--- src/iwd_defines.svh ---
// Constants for the instruction word decoder
// Function
// [RULE1] A normal instruction is one 24-bit program word, decoded as one unit.
// [RULE2] Single words split into an 8-bit opcode plus operand fields.
// [RULE3] Exactly three opcodes span two words; both are fetched before dispatch.
// [RULE4] Two-word instructions carry 48 bits; second word top 8 bits are zero.
// [RULE5] A second word executed alone is decoded as a no-operation.
// [RULE6] Every two-word instruction takes two instruction cycles.
// [RULE7] Single words take one cycle; two when condition true or PC changes.
// [RULE8] Instructions sort into word/byte, bit, literal, DSP and control classes.
// [RULE9] Working-register word/byte ops decode base, source and destination operands.
// [RULE10] File-register ops decode file address and file-or-working-zero destination.
// [RULE11] Bit ops target register or file; bit from literal or base register.
// [RULE12] Literal arithmetic ops decode base, literal, optional separate destination.
// [RULE13] MAC ops decode accumulator, multiplier pair, X/Y prefetch, write-back.
// [RULE14] Other DSP ops decode accumulator, operand with modifier, shift amount.
// [RULE15] Control ops decode program address and/or table mode.
// [RULE16] Branch, indirect call/jump, table ops and returns take two or three cycles.
// [RULE17] Taken skip costs two cycles over one word, three over two words.
// [RULE18] Double-word data moves take two instruction cycles.
// [RULE19] The fetch after a two-word opcode is flagged as extension, not dispatched.
`ifndef IWD_DEFINES_SVH
`define IWD_DEFINES_SVH

`define IWD_WORD_W 24
`define IWD_OPC_HI 23
`define IWD_OPC_LO 16
`define IWD_OPC_NOP 8'h00
`define IWD_OPC_BRANCH 8'h01
`define IWD_OPC_CALL_LONG 8'h02
`define IWD_OPC_COND_BRANCH 8'h03
`define IWD_OPC_GOTO_LONG 8'h04
`define IWD_OPC_INDIRECT 8'h05
`define IWD_OPC_RETURN 8'h06
`define IWD_OPC_INT_RETURN 8'h07
`define IWD_OPC_LOOP_LONG 8'h08
`define IWD_OPC_TABLE_RD 8'h0a
`define IWD_OPC_TABLE_WR 8'h0b
`define IWD_OPC_SKIP_CLR 8'h0c
`define IWD_OPC_SKIP_SET 8'h0d
`define IWD_OPC_MOVE_DBL 8'h0e
// Class selected by opcode bits 7:5 (control is 000)
`define IWD_GRP_CTRL 3'h0
`define IWD_GRP_LIT_A 3'h1
`define IWD_GRP_LIT_B 3'h2
`define IWD_GRP_WORKING_REG_ZERO_ALIAS_A 3'h3
`define IWD_GRP_WORKING_REG_ZERO_ALIAS_B 3'h4
`define IWD_GRP_BIT 3'h5
`define IWD_GRP_FILE 3'h6
`define IWD_GRP_DSP 3'h7
`define IWD_DSP_MAC_BIT 4
// Operand field positions inside the first word; the last four lie in the second word
`define IWD_BASE_HI 18
`define IWD_BASE_LO 15
`define IWD_BYTE_BIT 14
`define IWD_DMODE_HI 13
`define IWD_DMODE_LO 11
`define IWD_DREG_HI 10
`define IWD_DREG_LO 7
`define IWD_SMODE_HI 6
`define IWD_SMODE_LO 4
`define IWD_SREG_HI 3
`define IWD_SREG_LO 0
`define IWD_FDIR_BIT 13
`define IWD_FADDR_HI 12
`define IWD_FADDR_LO 0
`define IWD_BITPOS_HI 15
`define IWD_BITPOS_LO 12
`define IWD_BITIND_BIT 11
`define IWD_LIT_HI 14
`define IWD_LIT_LO 4
`define IWD_SEPDST_BIT 15
`define IWD_ACC_BIT 15
`define IWD_MPAIR_HI 14
`define IWD_MPAIR_LO 12
`define IWD_XPF_HI 11
`define IWD_XPF_LO 8
`define IWD_XDST_HI 7
`define IWD_XDST_LO 6
`define IWD_YPF_HI 5
`define IWD_YPF_LO 2
`define IWD_YDST_HI 1
`define IWD_YDST_LO 0
`define IWD_AWB_BIT 14
`define IWD_SHREG_HI 14
`define IWD_SHREG_LO 11
`define IWD_SHBYREG_BIT 10
`define IWD_TMODE_HI 15
`define IWD_TMODE_LO 14
`define IWD_ADDR_LO_HI 15
`define IWD_ADDR_LO_LO 0
`define IWD_ADDR_HI_HI 6
`define IWD_ADDR_HI_LO 0
`define IWD_EXT_DATA_HI 15
`define IWD_EXT_DATA_LO 0
// Cycle counts
`define IWD_CYC_ONE 2'h1
`define IWD_CYC_TWO 2'h2
`define IWD_CYC_THREE 2'h3

`endif

--- src/iwd_pkg.sv ---
// Types shared by the instruction word decoder
package iwd_pkg;

  typedef enum logic [2:0] {
    IWD_CLS_WORD,
    IWD_CLS_BIT,
    IWD_CLS_LIT,
    IWD_CLS_DSP,
    IWD_CLS_CTRL
  } iwd_class_t;

  typedef struct packed {
    logic [3:0] base_reg_operand;
    logic [2:0] src_mode;
    logic [3:0] source_reg_operand;
    logic [2:0] dest_mode;
    logic [3:0] dest_reg_operand;
    logic byte_mode;
    logic sep_dest;
    logic [12:0] file_addr;
    logic to_working_reg_zero_alias;
    logic [3:0] bit_pos;
    logic bit_indirect;
    logic [10:0] literal;
    logic dsp_mac;
    logic acc_sel;
    logic [2:0] mult_pair;
    logic [3:0] x_prefetch;
    logic [1:0] x_dest;
    logic [3:0] y_prefetch;
    logic [1:0] y_dest;
    logic awb;
    logic [3:0] shift_count_reg;
    logic shift_by_reg;
    logic [22:0] prog_addr;
    logic [1:0] table_mode;
    logic [15:0] ext_data;
  } iwd_operands_t;

  typedef struct packed {
    iwd_class_t cls;
    logic [7:0] opcode;
    logic two_word;
    logic is_nop;
    logic is_skip;
    logic [1:0] cycles;
    logic [1:0] cycles_taken;
    iwd_operands_t ops;
  } iwd_decode_t;

  typedef struct packed {
    logic valid;
    iwd_decode_t dec;
  } iwd_result_t;

  typedef struct packed {
    logic valid;
    logic [1:0] cycles;
  } iwd_skip_cost_t;

endpackage : iwd_pkg

--- src/iwd_decoder.sv ---
// Instruction word decoder: word pairing, extension flagging and skip cost
`timescale 1ns/1ps
`include "iwd_defines.svh"
module iwd_decoder
  import iwd_pkg::*;
(
  input wire logic clk_sys_in,                       // System clock
  input wire logic rst_b_in,                         // Asynchronous reset, active low
  input wire logic fetch_valid_in,                   // Fetched word present this cycle
  input wire logic [`IWD_WORD_W-1:0] fetch_word_in,  // Fetched program word
  input wire logic flush_in,                         // Program flow redirected
  output iwd_result_t result_out,                    // Decoded instruction, valid one cycle
  output logic ext_word_out,                         // Fetch consumed as extension word
  output iwd_skip_cost_t skip_cost_out               // Cost of a taken skip, valid one cycle
);

  typedef enum logic {
    ST_FIRST,
    ST_EXT
  } iwd_state_t;

  typedef struct packed {
    iwd_state_t state;
    iwd_decode_t held;
    logic skip_pending;
    iwd_result_t result;
    logic ext_word;
    iwd_skip_cost_t skip_cost;
  } iwd_dec_state_t;

  iwd_dec_state_t st_reg;
  iwd_dec_state_t st_next;
  iwd_decode_t word_dec;

  iwd_field_extract u_extract (
    .word_in (fetch_word_in),
    .dec_out (word_dec)
  );

  always_comb begin
    st_next = st_reg;
    st_next.result.valid = 1'b0;
    st_next.ext_word = 1'b0;
    st_next.skip_cost.valid = 1'b0;
    if (flush_in) begin
      // A redirect drops any half-built pair; a landing on a second word then decodes as a no-op
      st_next.state = ST_FIRST; // RULE5
      st_next.skip_pending = 1'b0;
    end else if (fetch_valid_in) begin
      unique case (st_reg.state)
        ST_FIRST: begin
          if (st_reg.skip_pending) begin
            st_next.skip_cost.valid = 1'b1;
            st_next.skip_cost.cycles = word_dec.two_word ? `IWD_CYC_THREE : `IWD_CYC_TWO; // RULE17
          end
          st_next.skip_pending = word_dec.is_skip;
          if (word_dec.two_word) begin
            st_next.held = word_dec; // RULE3
            st_next.state = ST_EXT;
          end else begin
            st_next.result.valid = 1'b1; // RULE1
            st_next.result.dec = word_dec;
          end
        end
        ST_EXT: begin
          st_next.ext_word = 1'b1; // RULE19
          st_next.state = ST_FIRST;
          st_next.result.valid = 1'b1; // RULE3
          st_next.result.dec = st_reg.held;
          st_next.result.dec.ops.ext_data = fetch_word_in[`IWD_EXT_DATA_HI:`IWD_EXT_DATA_LO]; // RULE4
          st_next.result.dec.ops.prog_addr = {fetch_word_in[`IWD_ADDR_HI_HI:`IWD_ADDR_HI_LO],
                                              st_reg.held.ops.prog_addr[15:0]}; // RULE4
          st_next.result.dec.cycles = `IWD_CYC_TWO; // RULE6
          st_next.result.dec.cycles_taken = `IWD_CYC_TWO;
        end
      endcase
    end
  end

  always_ff @(posedge clk_sys_in or negedge rst_b_in) begin
    if (!rst_b_in) begin
      // All-zero state is ST_FIRST with every output low
      st_reg <= '0;
    end else begin
      st_reg <= st_next;
    end
  end

  assign result_out = st_reg.result;
  assign ext_word_out = st_reg.ext_word;
  assign skip_cost_out = st_reg.skip_cost;

endmodule : iwd_decoder

--- src/iwd_field_extract.sv ---
// Combinational opcode classification and operand extraction for one word
`timescale 1ns/1ps
`include "iwd_defines.svh"
module iwd_field_extract
  import iwd_pkg::*;
(
  input wire logic [`IWD_WORD_W-1:0] word_in, // Program word
  output iwd_decode_t dec_out                  // Decoded first word
);

  function automatic logic is_long_op(input logic [7:0] op);
    return (op == `IWD_OPC_CALL_LONG) || (op == `IWD_OPC_GOTO_LONG) || (op == `IWD_OPC_LOOP_LONG);
  endfunction : is_long_op

  logic [7:0] opc;
  logic [2:0] grp;

  assign opc = word_in[`IWD_OPC_HI:`IWD_OPC_LO]; // RULE2
  assign grp = opc[7:5];

  always_comb begin
    dec_out = '0;
    dec_out.opcode = opc;
    dec_out.cycles = `IWD_CYC_ONE; // RULE1 RULE7
    dec_out.cycles_taken = `IWD_CYC_ONE;
    unique case (grp)
      `IWD_GRP_CTRL: dec_out.cls = IWD_CLS_CTRL;
      `IWD_GRP_LIT_A, `IWD_GRP_LIT_B: dec_out.cls = IWD_CLS_LIT;
      `IWD_GRP_WORKING_REG_ZERO_ALIAS_A, `IWD_GRP_WORKING_REG_ZERO_ALIAS_B, `IWD_GRP_FILE: dec_out.cls = IWD_CLS_WORD;
      `IWD_GRP_BIT: dec_out.cls = IWD_CLS_BIT;
      `IWD_GRP_DSP: dec_out.cls = IWD_CLS_DSP; // RULE8
    endcase
    // Register triple for word/byte working-register forms
    dec_out.ops.base_reg_operand = word_in[`IWD_BASE_HI:`IWD_BASE_LO]; // RULE9
    dec_out.ops.byte_mode = word_in[`IWD_BYTE_BIT];
    dec_out.ops.dest_mode = word_in[`IWD_DMODE_HI:`IWD_DMODE_LO];
    dec_out.ops.dest_reg_operand = word_in[`IWD_DREG_HI:`IWD_DREG_LO];
    dec_out.ops.src_mode = word_in[`IWD_SMODE_HI:`IWD_SMODE_LO];
    dec_out.ops.source_reg_operand = word_in[`IWD_SREG_HI:`IWD_SREG_LO];
    unique case (grp)
      `IWD_GRP_FILE, `IWD_GRP_BIT: begin
        dec_out.ops.file_addr = word_in[`IWD_FADDR_HI:`IWD_FADDR_LO]; // RULE10
        dec_out.ops.to_working_reg_zero_alias = (grp == `IWD_GRP_FILE) && !word_in[`IWD_FDIR_BIT];
        dec_out.ops.bit_pos = word_in[`IWD_BITPOS_HI:`IWD_BITPOS_LO]; // RULE11
        dec_out.ops.bit_indirect = (grp == `IWD_GRP_BIT) && word_in[`IWD_BITIND_BIT];
      end
      `IWD_GRP_LIT_A, `IWD_GRP_LIT_B: begin
        dec_out.ops.literal = word_in[`IWD_LIT_HI:`IWD_LIT_LO]; // RULE12
        dec_out.ops.src_mode = '0;
        dec_out.ops.sep_dest = word_in[`IWD_SEPDST_BIT];
        if (!word_in[`IWD_SEPDST_BIT]) begin
          dec_out.ops.dest_reg_operand = word_in[`IWD_BASE_HI:`IWD_BASE_LO];
          dec_out.ops.dest_mode = '0;
        end
      end
      `IWD_GRP_DSP: begin
        dec_out.ops.dsp_mac = opc[`IWD_DSP_MAC_BIT];
        dec_out.ops.acc_sel = word_in[`IWD_ACC_BIT]; // RULE13 RULE14
        if (opc[`IWD_DSP_MAC_BIT]) begin
          dec_out.ops.mult_pair = word_in[`IWD_MPAIR_HI:`IWD_MPAIR_LO]; // RULE13
          dec_out.ops.x_prefetch = word_in[`IWD_XPF_HI:`IWD_XPF_LO];
          dec_out.ops.x_dest = word_in[`IWD_XDST_HI:`IWD_XDST_LO];
          dec_out.ops.y_prefetch = word_in[`IWD_YPF_HI:`IWD_YPF_LO];
          dec_out.ops.y_dest = word_in[`IWD_YDST_HI:`IWD_YDST_LO];
          dec_out.ops.awb = word_in[`IWD_AWB_BIT];
        end else begin
          dec_out.ops.shift_count_reg = word_in[`IWD_SHREG_HI:`IWD_SHREG_LO]; // RULE14
          dec_out.ops.shift_by_reg = word_in[`IWD_SHBYREG_BIT];
          dec_out.ops.literal = {2'h0, word_in[`IWD_SMODE_HI:`IWD_SREG_LO], 2'h0};
        end
      end
      default: begin
        dec_out.ops.file_addr = '0;
      end
    endcase
    if (grp == `IWD_GRP_CTRL) begin
      dec_out.ops.prog_addr = {7'h00, word_in[`IWD_ADDR_LO_HI:`IWD_ADDR_LO_LO]}; // RULE15
      if ((opc == `IWD_OPC_TABLE_RD) || (opc == `IWD_OPC_TABLE_WR)) begin
        dec_out.ops.table_mode = word_in[`IWD_TMODE_HI:`IWD_TMODE_LO]; // RULE15
      end
      dec_out.two_word = is_long_op(opc); // RULE3
      dec_out.is_nop = (opc == `IWD_OPC_NOP); // RULE5
      dec_out.is_skip = (opc == `IWD_OPC_SKIP_CLR) || (opc == `IWD_OPC_SKIP_SET);
      if (is_long_op(opc) || (opc == `IWD_OPC_MOVE_DBL)) begin
        dec_out.cycles = `IWD_CYC_TWO; // RULE6 RULE18
        dec_out.cycles_taken = `IWD_CYC_TWO;
      end
      if ((opc == `IWD_OPC_BRANCH) || (opc == `IWD_OPC_INDIRECT) ||
          (opc == `IWD_OPC_TABLE_RD) || (opc == `IWD_OPC_TABLE_WR)) begin
        dec_out.cycles = `IWD_CYC_TWO; // RULE16
        dec_out.cycles_taken = `IWD_CYC_TWO;
      end
      if ((opc == `IWD_OPC_RETURN) || (opc == `IWD_OPC_INT_RETURN)) begin
        dec_out.cycles = `IWD_CYC_THREE; // RULE16
        dec_out.cycles_taken = `IWD_CYC_THREE;
      end
      if (opc == `IWD_OPC_COND_BRANCH) begin
        dec_out.cycles_taken = `IWD_CYC_TWO; // RULE7
      end
    end
  end

endmodule : iwd_field_extract

--- config.mk ---
export PLATFORM = sky130hd
export DESIGN_NAME = iwd_decoder
export DESIGN_NICKNAME = d
export VERILOG_FILES = /design/src/iwd_pkg.sv /design/src/iwd_decoder.sv /design/src/iwd_field_extract.sv
export VERILOG_INCLUDE_DIRS = /design/src
export SDC_FILE = /design/constraint.sdc
export NUM_CORES = 1
export LEC_CHECK = 0
export ABC_CLOCK_PERIOD_IN_PS = 2200
export BUFFER_PORTS_ARGS = -buffer_cell sky130_fd_sc_hd__buf_2
export CAP_MARGIN = 10
export CORE_ASPECT_RATIO = 0.75
export CORE_MARGIN = 2
export CORE_UTILIZATION = 35
export CTS_BUF_LIST = sky130_fd_sc_hd__clkbuf_4 sky130_fd_sc_hd__clkbuf_8 sky130_fd_sc_hd__clkbuf_16
export DETAILED_ROUTE_END_ITERATION = 10
export SYNTH_ARGS = -nofsm -noshare
export SYNTH_HDL_FRONTEND = slang
export SYNTH_SLANG_ARGS = --single-unit
--- constraint.sdc ---
create_clock -name clk_sys_in -period 2.2 [get_ports clk_sys_in]
set_input_delay 0.44 -clock clk_sys_in [delete_from_list [all_inputs] [get_ports clk_sys_in]]
set_output_delay 0.44 -clock clk_sys_in [all_outputs]
set_load 0.03 [all_outputs]
==> run_results.csv <==
group,metric,value,unit
place,hpwl,20500,um
global_route,grt_pass1_vias,7481,
sta,worstMarginPinSlew,681,ps
sta,relSlewSlack,54.6,%
sta,final-hold-violation-count,0,
clock_tree,clkLatencyLatePin,530,ps
die,core,29100,sq um
min_path,hp-start,"flush_in",
min_path,holdCritPathClass,"primary input to flip-flop",
clock_tree,cts_tree,"done",
worst_setup_path,reg2reg_to,"result_out[22]",
finish,layout.nets,1125,
die,io_pins,165,
synth,avgSynthCellArea,10.0,sq um
synth,yosysUniqueCellTypes,47,
global_route,grt_pass1_wl,46400,um
sta,slew_viol_final,0,
worst_setup_path,r2r_slack,300,ps
worst_setup_path,critPathMaxFanout,26,
die,initial_core_util,35.6,%
worst_setup_path,cp-end-kind,"flip-flop",
synth,synthesis.nets,1063,
finish,multi_input_area,3280,sq um
routing,first_pass_iters,5,
pwr,p_leak,0.00588,uW
worst_setup_path,critPathKind,"primary input to flip-flop",
clock_tree,numCtsBuffers,25,
routing,drtAntennaViolNets,0,
clock_tree,cts_max_path_buffers,3,
finish,drive_gt1_share,26.4,%
die,dieArea,31000,sq um
worst_setup_path,cpMostUsedCell,"a21oi_1",
synth,netlist_instances,1031,
sta,worst_slack,285,ps
synth,ys_async_sr_fraction,100,%
routing,drc,0,
place,place_area,11100,sq um
worst_setup_path,cp_slowest_cell,"or4b_1",
pwr,vdd_drop_max,0.000511,V
worst_setup_path,r2r_cells,5,
sta,hold_ws,110,ps
job,maxCapViolations,0,
place,portBuffers,164,
worst_setup_path,path_cells,"buf_2 -> or4b_1 -> o31a_1 -> o31ai_4 -> buf_4 -> buf_12 -> a21oi_1 -> a21oi_1",
pwr,p_clk_share,42.5,%
synth,ys.warnings.count,0,
synth,synth_top_flop_cell,"dfrtp_1",
finish,largest_reg_flops,121,
routing,wl_per_cell,19.7,um
place,post-place-ws,-215,ps
die,die_w,203,um
worst_setup_path,arrival,2350,ps
routing,drtIter0Drc,595,
sta,skew,16.8,ps
routing,viasPerCell,5.05,
pwr,sw_frac_of_total,27.7,%
sta,fin_crit_sh,87.1,%
global_route,grt_max_degree,69,
pwr,pwr_density_cell,879,nW/um^2
sta,rsz0062_at_grt,"false",
clock_tree,cts.sinks,227,
clock_tree,cts_root_buf,"clkbuf_16",
worst_setup_path,setup.worst_path.start,"fetch_word_in[17]",
pwr,p_int,7600,uW
pwr,p_seq_share,43.4,%
finish,num-fill-cells,2816,
synth,synth_edf_count,0,
finish,register_area,5680,sq um
routing,routed_wl,29600,um
global_route,grtUsageTotal,19.3,%
pwr,power,10500,uW
pwr,p_comb_share,14.1,%
worst_setup_path,critical-path-max-stage-delay,600,ps
die,die_y,153,um
pwr,netSwitchingPower,2910,uW
synth,syn_area,10300,sq um
routing,num_vias,7606,
sta,min_period,1920,ps
clock_tree,cts.repair.resized,0,
global_route,grt-ovfl-total,0,
global_route,antenna_found_initial,1,
clock_tree,htree_levels,1,
clock_tree,path_clk_slew,60,ps
finish,stdcell_area,12000,sq um
worst_setup_path,rr_startpoint,"st_reg[270]",
finish,syn_to_final_growth,15.6,%
synth,ys_ff_latch,227,
sta,timing.fmax,522,MHz
synth,ys_seq_area_share,54.9,%
outcome,status,"complete, no violations",
sta,finalSetupViolCount,0,
die,num_rows,54,
worst_setup_path,worst_setup_path_start_kind,"primary input",
place,gp_congestion,0.780,
worst_setup_path,required,2630,ps
worst_setup_path,timing.critical_path.to,"result_out[105]",
==> stage by stage <==
stage	cells	setup TNS (ps)	util [%]
after floorplan	1031	-74.1	-
after global placement	1457	-15190	38.1
after detailed placement	1457	-17400	38.1
after CTS	1504	0	41.1
after global routing	1504	0	41.1
final	1505	0	41.2
==> synthesized netlist by cell type, drive strengths merged (8+ instances only) <==
cell	n	area, sq um
a22o	16	140
a21oi	47	235
clkbuf	47	176
and2	50	313
nand2b	12	75.1
a221oi	30	263
nand3	11	55.1
nand2	145	544
dfrtp	227	5680
inv	9	33.8
a31oi	8	50.1
a22oi	34	255
o22ai	11	68.8
o21ai	69	345
buf	156	1180
nor2b	8	50.1
nor2	93	349
==> logic make-up after synthesis <==
family,count (synthesis),share of synthesized area (%)
and+or+nand+nor,337,14.6
DFF,227,54.9
adders and majority gates,5,0.581
xor gates and xnor gates,1,0.0847
muxes,9,0.980
buffers and inverters,213,13.5
AOI/OAI and AO/OA,239,15.3
==> layout by cell type (no fill, tap or decap), types with 6 or more instances in the layout <==
master     instances
a221oi_1          30
buf_2            163
o21ai_0           69
and2_1            50
a21oi_1           47
nor2_1            93
mux2i_1            6
buf_4             58
a32oi_1            6
buf_12            15
dfrtp_1          226
clkbuf_16         25
o22ai_1           11
inv_1              8
nand3_1           10
nand2b_1          12
a22oi_1           34
nand2_1          145
a22o_1            16
clkbuf_4           7
a31oi_1            8
nand3b_1           6
nor2b_1            8
==> critical path: cells and delay by family <==
| kind | cells | cell delay [ps] |
|---|---|---|
| buffers and inverters | 3 | 520 |
| AOI/OAI and AO/OA | 4 | 780 |
| and+or+nand+nor | 1 | 600 |
==> layer usage <==
metal / share of wire (%) / routed length, um / global-route usage, %
met4: 1.9 / 571 / 4.00
met2: 43 / 12700 / 28.0
met1: 48 / 14300 / 29.5
met3: 7.1 / 2110 / 4.16
met5: 0 / 0 / 0
==> power groups by stage <==
stage                     Combinational, uW  Sequential [uW]  Clock, uW
after CTS                              1500             4560       4550
after global routing                   1610             4590       4740
after global placement                 1490             4630          0
after floorplan                        1200             4570          0
final                                  1480             4560       4470
after detailed placement               1490             4630          0
==> what timing repair did <==
item / in CTS / in global routing
setup buffers: 0 / 0
endpoints found under the hold margin: 49 / 0
hold buffers: 1 / 0
==> worst min path at each step <==
stage | to | cells after the start | slack (ps)
2_1_floorplan | ext_word_out | 0 | 140
6_report | st_reg[270] | 2 | 110
4_1_cts | st_reg[270] | 2 | 100
3_3_place_gp | st_reg[186] | 1 | 400
3_5_place_dp | st_reg[186] | 1 | 390
5_1_grt | st_reg[270] | 2 | 120
==> area by class of cell <==
| class | count | share of cell area, % |
|---|---|---|
| clock inverter | 11 | 1.35 |
| inverter | 10 | 0.314 |
| sequential | 227 | 47.5 |
| tap | 392 | 4.10 |
| timing repair buffer | 238 | 13.2 |
| clock buffer | 35 | 6.02 |
| antenna | 1 | 0.0209 |
| multi-input combinational | 591 | 27.5 |
(Power assumes the default switching activity.)
